<file path="config.mk">
export PLATFORM = sky130hd
export DESIGN_NAME = dcc_top
export DESIGN_NICKNAME = d
export VERILOG_FILES = /design/src/dcc_pkg.sv /design/src/dcc_sync.sv /design/src/dcc_channel.sv /design/src/dcc_top.sv
export SDC_FILE = /design/constraint.sdc
export NUM_CORES = 1
export LEC_CHECK = 0
export ABC_AREA = 1
export BUFFER_PORTS_ARGS = -buffer_cell sky130_fd_sc_hd__buf_2
export CORE_ASPECT_RATIO = 1.1
export CORE_UTILIZATION = 40
export DETAILED_ROUTE_END_ITERATION = 12
export PLACE_DENSITY_LB_ADDON = 0.08
export SLEW_MARGIN = 20
export SYNTH_ARGS = -nofsm -noshare
export SYNTH_HDL_FRONTEND = slang
export SYNTH_HIERARCHICAL = 1
export SYNTH_SLANG_ARGS = --single-unit
</file>
<file path="constraint.sdc">
create_clock -name mclk -period 1.6 [get_ports mclk]
set_clock_uncertainty 0.15 [all_clocks]
set_input_delay 0.16 -clock mclk [delete_from_list [all_inputs] [get_ports mclk]]
set_output_delay 0.16 -clock mclk [all_outputs]
set_load 0.05 [all_outputs]
</file>
<file path="src/dcc_pkg.sv">
package dcc_pkg;

   // register addresses on the special-function register port
   localparam logic [7:0] DCC_ADDR_C0_CTRL_A = 8'h9B;
   localparam logic [7:0] DCC_ADDR_C0_CTRL_B = 8'h99;
   localparam logic [7:0] DCC_ADDR_C0_MODE   = 8'h9D;
   localparam logic [7:0] DCC_ADDR_C0_INSEL  = 8'h9F;
   localparam logic [7:0] DCC_ADDR_C1_CTRL_A = 8'hBF;
   localparam logic [7:0] DCC_ADDR_C1_CTRL_B = 8'hAC;
   localparam logic [7:0] DCC_ADDR_C1_MODE   = 8'hAB;
   localparam logic [7:0] DCC_ADDR_C1_INSEL  = 8'hAA;

   // control a field positions
   localparam int DCC_CA_EN_BIT   = 7;
   localparam int DCC_CA_OUT_BIT  = 6;
   localparam int DCC_CA_RISE_BIT = 5;
   localparam int DCC_CA_FALL_BIT = 4;
   // mode field positions
   localparam int DCC_MD_LATCH_BIT = 7;
   localparam int DCC_MD_INV_BIT   = 6;
   localparam int DCC_MD_RIE_BIT   = 5;
   localparam int DCC_MD_FIE_BIT   = 4;
   // control b field positions
   localparam int DCC_CB_HOLD_BIT = 7;

   // reset values
   localparam logic [7:0] DCC_RST_CTRL_A = 8'h00;
   localparam logic [7:0] DCC_RST_MODE   = 8'h02;
   localparam logic [7:0] DCC_RST_INSEL  = 8'hFF;
   localparam logic [7:0] DCC_RST_CTRL_B = 8'h00;

   // input routing encodings
   typedef enum logic [1:0] {
      DCC_ROUTE_DIRECT  = 2'h0,
      DCC_ROUTE_NEG_GND = 2'h1,
      DCC_ROUTE_DAC_POS = 2'h2,
      DCC_ROUTE_DAC_NEG = 2'h3
   } dcc_route_t;

   // settings presented to one analog core
   typedef struct packed {
      logic       power_enable;
      logic [1:0] pos_hysteresis_sel;
      logic [1:0] neg_hysteresis_sel;
      logic [1:0] response_speed_sel;
      logic [3:0] pos_channel_sel;
      logic [3:0] neg_channel_sel;
      logic       neg_to_gnd;
      logic       dac_enable;
      logic       dac_on_pos;
      logic       dac_fullscale_source;
      logic [5:0] ref_dac_level;
   } dcc_analog_t;

   // register port request
   typedef struct packed {
      logic       wr;
      logic       rd;
      logic [7:0] addr;
      logic [7:0] wdata;
   } dcc_sfr_req_t;

endpackage : dcc_pkg

</file>
<file path="src/dcc_sync.sv">
`timescale 1ns/1ps
`default_nettype none
// two-stage synchroniser for the raw analog result
module dcc_sync
(
   input  wire logic mclk,
   input  wire logic rst_n,
   input  wire logic async_in,
   output var  logic sync_out
);
   logic meta_q;

   // first stage is read only by the second
   always_ff @(posedge mclk or negedge rst_n)
   begin
      if (!rst_n)
      begin
         meta_q   <= 1'b0;
         sync_out <= 1'b0;
      end
      else
      begin
         meta_q   <= async_in;
         sync_out <= meta_q;
      end
   end
endmodule : dcc_sync
`default_nettype wire

</file>
<file path="src/dcc_channel.sv">
`timescale 1ns/1ps
`default_nettype none
// one comparator control channel, four registers, no shared state
module dcc_channel
   import dcc_pkg::*;
#(
   parameter logic [7:0] ADDR_CA = 8'h9B,
   parameter logic [7:0] ADDR_CB = 8'h99,
   parameter logic [7:0] ADDR_MD = 8'h9D,
   parameter logic [7:0] ADDR_MX = 8'h9F
)
(
   input  wire logic         mclk,
   input  wire logic         rst_n,
   input  wire dcc_sfr_req_t req,
   input  wire logic         raw_result,
   input  wire logic         counter_overflow,
   input  wire logic         counter_channel2_output,
   output var  logic         hit,
   output var  logic [7:0]   rdata,
   output var  logic         result,
   output var  logic         rise_irq,
   output var  logic         fall_irq,
   output var  dcc_analog_t  analog
);
   import dcc_pkg::*;

   logic       sync_res;
   logic       comp_power_enable_q;
   logic       rise_seen_flag_q;
   logic       fall_seen_flag_q;
   logic [1:0] pos_hysteresis_sel_q;
   logic [1:0] neg_hysteresis_sel_q;
   logic       overflow_latched_result_q;
   logic       result_polarity_invert_q;
   logic       rise_irq_enable_q;
   logic       fall_irq_enable_q;
   logic [1:0] input_routing_sel_q;
   logic [1:0] response_speed_sel_q;
   logic [3:0] neg_channel_sel_q;
   logic [3:0] pos_channel_sel_q;
   logic       result_hold_enable_q;
   logic [5:0] ref_dac_level_q;
   logic       result_q;
   logic       result_d;
   logic       prev_q;
   logic       rise_ev;
   logic       fall_ev;
   logic       wr_ca;
   logic       wr_cb;
   logic       wr_md;
   logic       wr_mx;

   dcc_sync u_sync (
      .mclk     (mclk),
      .rst_n    (rst_n),
      .async_in (raw_result),
      .sync_out (sync_res)
   );

   assign wr_ca = req.wr && (req.addr == ADDR_CA);
   assign wr_cb = req.wr && (req.addr == ADDR_CB);
   assign wr_md = req.wr && (req.addr == ADDR_MD);
   assign wr_mx = req.wr && (req.addr == ADDR_MX);

   // module output: off forces low, inversion, hold while channel 2 low
   always_comb
   begin
      if (!comp_power_enable_q)
         result_d = 1'b0;
      else if (result_hold_enable_q && !counter_channel2_output)
         result_d = result_q;
      else
         result_d = sync_res ^ result_polarity_invert_q;
   end

   always_ff @(posedge mclk or negedge rst_n)
   begin
      if (!rst_n)
      begin
         result_q <= 1'b0;
         prev_q   <= 1'b0;
      end
      else
      begin
         result_q <= result_d;
         prev_q   <= result_q;
      end
   end

   assign rise_ev = result_q && !prev_q;
   assign fall_ev = !result_q && prev_q;

   // edge flags: only software clears, an edge beats a clear
   always_ff @(posedge mclk or negedge rst_n)
   begin
      if (!rst_n)
      begin
         rise_seen_flag_q <= 1'b0;
         fall_seen_flag_q <= 1'b0;
      end
      else
      begin
         if (rise_ev)
            rise_seen_flag_q <= 1'b1;
         else if (wr_ca)
            rise_seen_flag_q <= req.wdata[DCC_CA_RISE_BIT];
         if (fall_ev)
            fall_seen_flag_q <= 1'b1;
         else if (wr_ca)
            fall_seen_flag_q <= req.wdata[DCC_CA_FALL_BIT];
      end
   end

   // control a writable fields
   always_ff @(posedge mclk or negedge rst_n)
   begin
      if (!rst_n)
      begin
         comp_power_enable_q  <= DCC_RST_CTRL_A[DCC_CA_EN_BIT];
         pos_hysteresis_sel_q <= DCC_RST_CTRL_A[3:2];
         neg_hysteresis_sel_q <= DCC_RST_CTRL_A[1:0];
      end
      else if (wr_ca)
      begin
         comp_power_enable_q  <= req.wdata[DCC_CA_EN_BIT];
         pos_hysteresis_sel_q <= req.wdata[3:2];
         neg_hysteresis_sel_q <= req.wdata[1:0];
      end
   end

   // mode register; latched bit also writable, overflow wins
   always_ff @(posedge mclk or negedge rst_n)
   begin
      if (!rst_n)
      begin
         overflow_latched_result_q <= DCC_RST_MODE[DCC_MD_LATCH_BIT];
         result_polarity_invert_q  <= DCC_RST_MODE[DCC_MD_INV_BIT];
         rise_irq_enable_q         <= DCC_RST_MODE[DCC_MD_RIE_BIT];
         fall_irq_enable_q         <= DCC_RST_MODE[DCC_MD_FIE_BIT];
         input_routing_sel_q       <= DCC_RST_MODE[3:2];
         response_speed_sel_q      <= DCC_RST_MODE[1:0];
      end
      else
      begin
         if (counter_overflow)
            overflow_latched_result_q <= result_q;
         else if (wr_md)
            overflow_latched_result_q <= req.wdata[DCC_MD_LATCH_BIT];
         if (wr_md)
         begin
            result_polarity_invert_q <= req.wdata[DCC_MD_INV_BIT];
            rise_irq_enable_q        <= req.wdata[DCC_MD_RIE_BIT];
            fall_irq_enable_q        <= req.wdata[DCC_MD_FIE_BIT];
            input_routing_sel_q      <= req.wdata[3:2];
            response_speed_sel_q     <= req.wdata[1:0];
         end
      end
   end

   // mux select and control b; reserved bit 6 not stored
   always_ff @(posedge mclk or negedge rst_n)
   begin
      if (!rst_n)
      begin
         neg_channel_sel_q    <= DCC_RST_INSEL[7:4];
         pos_channel_sel_q    <= DCC_RST_INSEL[3:0];
         result_hold_enable_q <= DCC_RST_CTRL_B[DCC_CB_HOLD_BIT];
         ref_dac_level_q      <= DCC_RST_CTRL_B[5:0];
      end
      else
      begin
         if (wr_mx)
         begin
            neg_channel_sel_q <= req.wdata[7:4];
            pos_channel_sel_q <= req.wdata[3:0];
         end
         if (wr_cb)
         begin
            result_hold_enable_q <= req.wdata[DCC_CB_HOLD_BIT];
            ref_dac_level_q      <= req.wdata[5:0];
         end
      end
   end

   // interrupt requests, registered
   always_ff @(posedge mclk or negedge rst_n)
   begin
      if (!rst_n)
      begin
         rise_irq <= 1'b0;
         fall_irq <= 1'b0;
      end
      else
      begin
         rise_irq <= rise_irq_enable_q && rise_seen_flag_q;
         fall_irq <= fall_irq_enable_q && fall_seen_flag_q;
      end
   end

   assign result = result_q;

   // analog settings, decoded from the routing field
   always_ff @(posedge mclk or negedge rst_n)
   begin
      if (!rst_n)
         analog <= '0;
      else
      begin
         analog.power_enable       <= comp_power_enable_q;
         analog.pos_hysteresis_sel <= pos_hysteresis_sel_q;
         analog.neg_hysteresis_sel <= neg_hysteresis_sel_q;
         analog.response_speed_sel <= response_speed_sel_q;
         analog.pos_channel_sel    <= pos_channel_sel_q;
         analog.neg_channel_sel    <= neg_channel_sel_q;
         analog.ref_dac_level      <= ref_dac_level_q;
         case (dcc_route_t'(input_routing_sel_q))
            DCC_ROUTE_DIRECT:
            begin
               analog.neg_to_gnd <= 1'b0;
               analog.dac_enable <= 1'b0;
               analog.dac_on_pos <= 1'b0;
               analog.dac_fullscale_source <= 1'b0;
            end
            DCC_ROUTE_NEG_GND:
            begin
               analog.neg_to_gnd <= 1'b1;
               analog.dac_enable <= 1'b0;
               analog.dac_on_pos <= 1'b0;
               analog.dac_fullscale_source <= 1'b0;
            end
            DCC_ROUTE_DAC_POS:
            begin
               analog.neg_to_gnd <= 1'b0;
               analog.dac_enable <= 1'b1;
               analog.dac_on_pos <= 1'b1;
               analog.dac_fullscale_source <= 1'b0;  // positive mux feeds dac
            end
            default:
            begin
               analog.neg_to_gnd <= 1'b0;
               analog.dac_enable <= 1'b1;
               analog.dac_on_pos <= 1'b0;
               analog.dac_fullscale_source <= 1'b1;  // negative mux feeds dac
            end
         endcase
      end
   end

   // read data, reserved bits read zero
   always_comb
   begin
      hit   = 1'b1;
      rdata = 8'h00;
      if (req.addr == ADDR_CA)
         rdata = {comp_power_enable_q, result_q, rise_seen_flag_q, fall_seen_flag_q,
                  pos_hysteresis_sel_q, neg_hysteresis_sel_q};
      else if (req.addr == ADDR_MD)
         rdata = {overflow_latched_result_q, result_polarity_invert_q, rise_irq_enable_q,
                  fall_irq_enable_q, input_routing_sel_q, response_speed_sel_q};
      else if (req.addr == ADDR_MX)
         rdata = {neg_channel_sel_q, pos_channel_sel_q};
      else if (req.addr == ADDR_CB)
         rdata = {result_hold_enable_q, 1'b0, ref_dac_level_q};
      else
         hit = 1'b0;
   end
endmodule : dcc_channel
`default_nettype wire

</file>
<file path="src/dcc_top.sv">
`timescale 1ns/1ps
`default_nettype none
module dcc_top
   import dcc_pkg::*;
(
   input  wire logic         mclk,
   input  wire logic         rst_n,
   input  wire logic         sfr_wr,
   input  wire logic         sfr_rd,
   input  wire logic [7:0]   sfr_addr,
   input  wire logic [7:0]   sfr_wdata,
   output var  logic [7:0]   sfr_rdata,
   input  wire logic [1:0]   raw_result,
   input  wire logic         counter_overflow,
   input  wire logic         counter_channel2_output,
   output var  logic [1:0]   comp_result,
   output var  logic [1:0]   rise_irq,
   output var  logic [1:0]   fall_irq,
   output var  dcc_analog_t  analog0,
   output var  dcc_analog_t  analog1
);
   import dcc_pkg::*;

   dcc_sfr_req_t      req;
   logic [1:0]        hit;
   logic [1:0][7:0]   rdata;
   logic [1:0]        res;
   dcc_analog_t [1:0] analog_w;

   // per-channel addresses, channel 0 in the low entry
   localparam logic [1:0][7:0] ADDR_CA_TAB = {DCC_ADDR_C1_CTRL_A, DCC_ADDR_C0_CTRL_A};
   localparam logic [1:0][7:0] ADDR_CB_TAB = {DCC_ADDR_C1_CTRL_B, DCC_ADDR_C0_CTRL_B};
   localparam logic [1:0][7:0] ADDR_MD_TAB = {DCC_ADDR_C1_MODE, DCC_ADDR_C0_MODE};
   localparam logic [1:0][7:0] ADDR_MX_TAB = {DCC_ADDR_C1_INSEL, DCC_ADDR_C0_INSEL};

   assign req = '{wr: sfr_wr, rd: sfr_rd, addr: sfr_addr, wdata: sfr_wdata};

   // channels share only the register port, overflow and channel 2 inputs
   for (genvar ch = 0; ch < 2; ch++)
   begin : g_ch
      dcc_channel #(
         .ADDR_CA (ADDR_CA_TAB[ch]),
         .ADDR_CB (ADDR_CB_TAB[ch]),
         .ADDR_MD (ADDR_MD_TAB[ch]),
         .ADDR_MX (ADDR_MX_TAB[ch])
      ) u_ch (
         .mclk                    (mclk),
         .rst_n                   (rst_n),
         .req                     (req),
         .raw_result              (raw_result[ch]),
         .counter_overflow        (counter_overflow),
         .counter_channel2_output (counter_channel2_output),
         .hit                     (hit[ch]),
         .rdata                   (rdata[ch]),
         .result                  (res[ch]),
         .rise_irq                (rise_irq[ch]),
         .fall_irq                (fall_irq[ch]),
         .analog                  (analog_w[ch])
      );
   end

   // analog settings already leave each channel from flip-flops
   assign analog0 = analog_w[0];
   assign analog1 = analog_w[1];

   // registered read data, zero for unmapped or idle
   always_ff @(posedge mclk or negedge rst_n)
   begin
      if (!rst_n)
         sfr_rdata <= 8'h00;
      else if (sfr_rd && hit[0])
         sfr_rdata <= rdata[0];
      else if (sfr_rd && hit[1])
         sfr_rdata <= rdata[1];
      else
         sfr_rdata <= 8'h00;
   end

   // result already registered in channel; retimed for routed logic
   always_ff @(posedge mclk or negedge rst_n)
   begin
      if (!rst_n)
         comp_result <= 2'h0;
      else
         comp_result <= res;
   end
endmodule : dcc_top
`default_nettype wire

</file>
; Word-level counts from Yosys, hierarchy flattened
; Cells that the tools add are included.
[word_totals]
regBits = 132
latchBits = 0
mem_bits_rw = 0
romBits = 0
inputBits = 24
elab_cells = 151
n_memories = 0
[classes]
n_addsub = 0
n_mul = 0
div = 0
n_lt_le_gt_ge = 0
eq_ne = 14
shift = 0
mux = 36
n_bitwise = 2
n_reduce_logical = 33
[ops]
columns = op, count
row1 = two-way mux 8 bit, 10
row2 = "== test 8 bit, second input constant", 8
row3 = two-way mux 1 bit, 24
row4 = case mux 4 bit (3 select lines), 2
row5 = logical AND 1 bit, 20
row6 = nonzero test 2 bit, 6
row7 = logical NOT 1 bit, 5
row8 = "== test 2 x 1 -> 1 bit, second input constant", 2
row9 = "== test 2 bit, second input constant", 2
row10 = logical NOT 2 bit, 2
row11 = "inequality test 2 bit, second input constant", 2
row12 = XOR 1 bit, 2

; Longest topological paths before layout
[logic_depth]
word_depth = 8
mapped_depth = 11

; Modules after synthesis
; The synthesis kept the hierarchy.
[by_module_without_submodules]
columns = module, n_inst, cells_each, area_each_um2, seq_area_each_um2
row1 = dcc_channel at g_ch[0].u_ch, 1, 231, 2481.1, 1487.7
row2 = dcc_channel at g_ch[1].u_ch, 1, 228, 2453.6, 1487.7
row3 = dcc_top, 1, 55, 434.2, 250.2
row4 = dcc_sync, 2, 2, 50.0, 50.0

; Least setup slack after synthesis
; OpenSTA, ideal clock, no wires.
[synth_path]
path_kind = input to register
startpoint = input port sfr_addr[6]
endpoint = register sfr_rdata[0]
t_arrival_ns = 1.124
t_required_ns = 1.385
path_slack_ns = 0.261
path_stages = 11
cell_sequence = inv_1 > nand2_2 > nor2_8 > buf_4 > nand2_1 > nand4_1 > buf_6 > nand2_4 > inv_2 > nand2_1 > nand2_1
[synth_between]
word_cells_on_any_way = 28
classes_between = 8 x eq/ne / 18 x mux / 2 x reduce/logical
[synth_rtl]
columns = item, line_no
row1 = start: declaration, dcc_top.sv:10  ; input wire logic [7:0] sfr_addr,
row2 = == test 8 bit, dcc_channel.sv:263  ; else if (req.addr == ADDR_CB)
row3 = two-way mux 1 bit, dcc_channel.sv:263
row4 = two-way mux 1 bit, dcc_channel.sv:261  ; else if (req.addr == ADDR_MX)
row5 = two-way mux 1 bit, dcc_channel.sv:258  ; else if (req.addr == ADDR_MD)
row6 = two-way mux 1 bit *, dcc_channel.sv:255  ; if (req.addr == ADDR_CA)
row7 = net hit[0], dcc_top.sv:25  ; logic [1:0] hit;
row8 = logical AND 1 bit *, dcc_top.sv:71  ; else if (sfr_rd && hit[0])
row9 = two-way mux 8 bit *, dcc_top.sv:71
row10 = end signal: assignment, dcc_top.sv:72  ; sfr_rdata <= rdata[0];
row11 = end signal: assignment, dcc_top.sv:74  ; sfr_rdata <= rdata[1];
row12 = end: declaration, dcc_top.sv:12  ; output var logic [7:0] sfr_rdata,
; Mark *: on every way through the listed nets, which the timed path passes. The rest lies on a longest branch.
; A chain may end at the register's enable or synchronous reset.

; Worst setup path in the final report
[layout_path]
startpoint = register sfr_rdata[7]
endpoint = output port sfr_rdata[7]
; No word-level cell between the ends.

==> reports/metrics.yaml <==
status: "finished clean"
end_kind: "output port"
finalCriticalPeriod_ps: 1377
max_freq_mhz: 726.3
required_ps: 1290
ys_top_cells_by_area: "dfrtp_1 (52%), dfstp_2 (8.6%), nand2_1 (8.0%), o21ai_2 (6.4%), nand3_1 (5.2%)"
die_h_um: 124.6
ys_seq_elements: 132
track_usage: 0.1855
p_leak_nw: 3.574
dieArea_um2: 14140
drc: 0
syn_area_um2: 5469
cpPeakStageDelay_ps: 370
holdWs_ps: 39.51
core_area_um2: 13270
period_share: 0.8605
layout.nets: 662
vdd_drop_max_mv: 0.6283
critPathArrivalTime_ps: 1070
finalSetupViolations: 0
cts.sinks: 132
synth_nets: 542
cts_buffers: 17
synthCells: 518
tightestPinTransition_ps: 500.7
ant_nets: 0
dpl.cell_count: 789
grt_max_degree: 91
fin_total_pwr_mw: 8.282
place_hpwl_um: 8754
worst-path-buf-inv: 1
gp_congestion: 0.8406
clock_latency_ps: 420
slew_headroom: 0.6662
path_cells: "buf_2"
antenna_found_initial: 0
max_cap_violations: 0
hp-class: "in2reg"
die_w_um: 113.5
post_drt_wl_per_cell_um: 14.48
start_kind: "flop"
pin_count: 88
cts_tree: "done"
antenna_cells: 0
detail_route.iter0.violations: 188
grt_pass1_vias: 3821
vias: 3893
yosysTopAreaCell: "dfrtp_1"
yosysSeqAreaShare: 0.6081
start_util: 0.4122
grt_overflow: 0
cts-root-buf: "clkbuf_16"
finalHoldViolCount: 0
place_area_um2: 6158
critPathKind: "reg2out"
layout-drive-gt1-share: 0.3548
core.rowCount: 44
ctsHtreeMaxLevel: 4
drv_slew: 0
powerDensity_nw_per_um2: 1200
io_buffers: 87
synthDominantCellAreaShare: 0.5216
rsz0062_at_grt: "no"
yosysWarningCount: 6
cp_max_fo: 1
cpLargestDelayFamily: "flip-flops"
cp_slowest_cell: "dfrtp_1"
post-route-cell-area_um2: 6902
via_per_inst: 4.662
routed_wl_um: 12090
dr.pass1.iters: 4
grt_pass1_wl_um: 19950
cts.clk_slew.worst_paths_ps: 60
clock_path_buffers: 2
finalNonFillerCells: 835
syn_to_final_growth_pct: 26.20
fin_setup_tns_ps: 0
ys_types: 29
syn_avg_cell_area_um2: 10.56
==> final timing paths <==
path / startpoint / end / slack [ps] / cells past startpoint
max reg2reg: g_ch[1].u_ch/neg_channel_sel_q[1] / sfr_rdata[5] / 400 / 6
max: sfr_rdata[7] / sfr_rdata[7] / 220 / 1
min: sfr_wr / g_ch[0].u_ch/pos_channel_sel_q[1] / 40 / 3
min in group asynchronous: rst_n / comp_result[1] / 190 / 3
max in group asynchronous: rst_n / g_ch[1].u_ch/pos_channel_sel_q[3] / 700 / 3
min reg2reg: g_ch[0].u_ch/u_sync/meta_q / g_ch[0].u_ch/u_sync/sync_out / 200 / 0
==> state kept, by name, summed over array words and instances, names as in the netlist, 4 cells and up <==
signal / cells
g_ch.u_ch/analog: 50
g_ch.u_ch/input_routing_sel_q: 4
g_ch.u_ch/neg_channel_sel_q: 8
g_ch.u_ch/neg_hysteresis_sel_q: 4
g_ch.u_ch/pos_channel_sel_q: 8
g_ch.u_ch/pos_hysteresis_sel_q: 4
g_ch.u_ch/ref_dac_level_q: 12
g_ch.u_ch/response_speed_sel_q: 4
sfr_rdata: 8
==> layout by cell type (no fill, tap or decap), types with 2 or more instances in the layout <==
| cell | Yosys | final |
|---|---|---|
| nand2_1 | 117 | 117 |
| dlygate4sd3_1 | 0 | 14 |
| o21a_1 | 12 | 12 |
| clkbuf_8 | 0 | 2 |
| bufinv_16 | 0 | 2 |
| clkinv_4 | 0 | 5 |
| nor2_8 | 3 | 3 |
| o21ai_1 | 2 | 2 |
| nand3_4 | 3 | 3 |
| dfstp_2 | 18 | 18 |
| dfrtp_1 | 114 | 114 |
| nand2_2 | 14 | 14 |
| nand2_4 | 4 | 4 |
| inv_1 | 51 | 51 |
| clkinvlp_4 | 0 | 2 |
| nor2_4 | 7 | 7 |
| inv_6 | 0 | 3 |
| clkbuf_16 | 0 | 17 |
| inv_2 | 4 | 4 |
| nand4_1 | 18 | 18 |
| nor2_1 | 19 | 19 |
| nand3_1 | 57 | 57 |
| buf_12 | 0 | 3 |
| buf_2 | 4 | 86 |
| o21ai_0 | 9 | 9 |
| buf_4 | 3 | 15 |
| o21ai_2 | 40 | 40 |
| nand3b_1 | 2 | 2 |
| xor2_1 | 2 | 2 |
==> synth_stat cells, drive strengths merged <==
master / number
nor2: 29
o21a: 12
dfstp: 18
nand3: 60
inv: 56
o21ai: 51
or2: 1
clkbuf: 2
dfrtp: 114
a21oi: 1
xor2: 2
buf: 15
nand4: 18
o21bai: 1
nand2: 135
nand3b: 2
o211ai: 1
==> power breakdown <==
group          total [mW]  internal, mW  switching, mW
Combinational       0.752         0.199          0.553
Clock                3.89          2.40           1.50
Sequential           3.64          3.53          0.110
Total                8.28          6.12           2.16
==> per-stage QoR <==
step / setup slack (ps) / util
finish: 223.1 / 0.5202
global route: 189.7 / 0.5202
CTS: 187.6 / 0.5202
detailed placement: 19.81 / 0.4642
global placement: 79.16 / 0.4642
floorplan: 261.2 / -
==> worst reg2reg max path, cell delays in order, from the launching register on <==
cell and delay (ps):
dfstp_2 550, nand3_1 80, nand4_1 110, inv_1 60, nor2_1 80, nand2_1 50
nand2_1 60
==> per-layer routing <==
metal	track usage	vias to the layer above	routed length [µm]
li1	-	1922	-
met1	0.2469	1857	5650
met2	0.2841	91	5774
met3	0.03844	23	361
met4	0.09830	0	302
met5	0	-	0
==> final cells by class <==
cell class | count | area, µm²
fill | 1225 | 6366
sequential | 132 | 3326
multi-input combinational | 313 | 1787
timing repair buffer | 118 | 743.2
clock buffer | 19 | 452.9
tap | 184 | 230.2
inverter | 56 | 212.7
clock inverter | 13 | 150.1
==> what timing repair did <==
action	4_1_cts	5_1_grt
setup buffers	0	0
hold buffers	14	0
resized for setup	0	0
endpoints found under the hold margin	182	0
==> logic make-up (layout without fill, tap and decap cells) <==
kind of cell              Yosys count  count (layout)  share of synthesized area
xor gates and xnor gates            2               2                   0.003204
buffers and inverters              73             206                    0.06520
AOI/OAI and AO/OA                  66              66                    0.09426
and+or+nand+nor                   245             245                     0.2292
DFF                               132             132                     0.6081
Power figures use the tool's default switching activity.
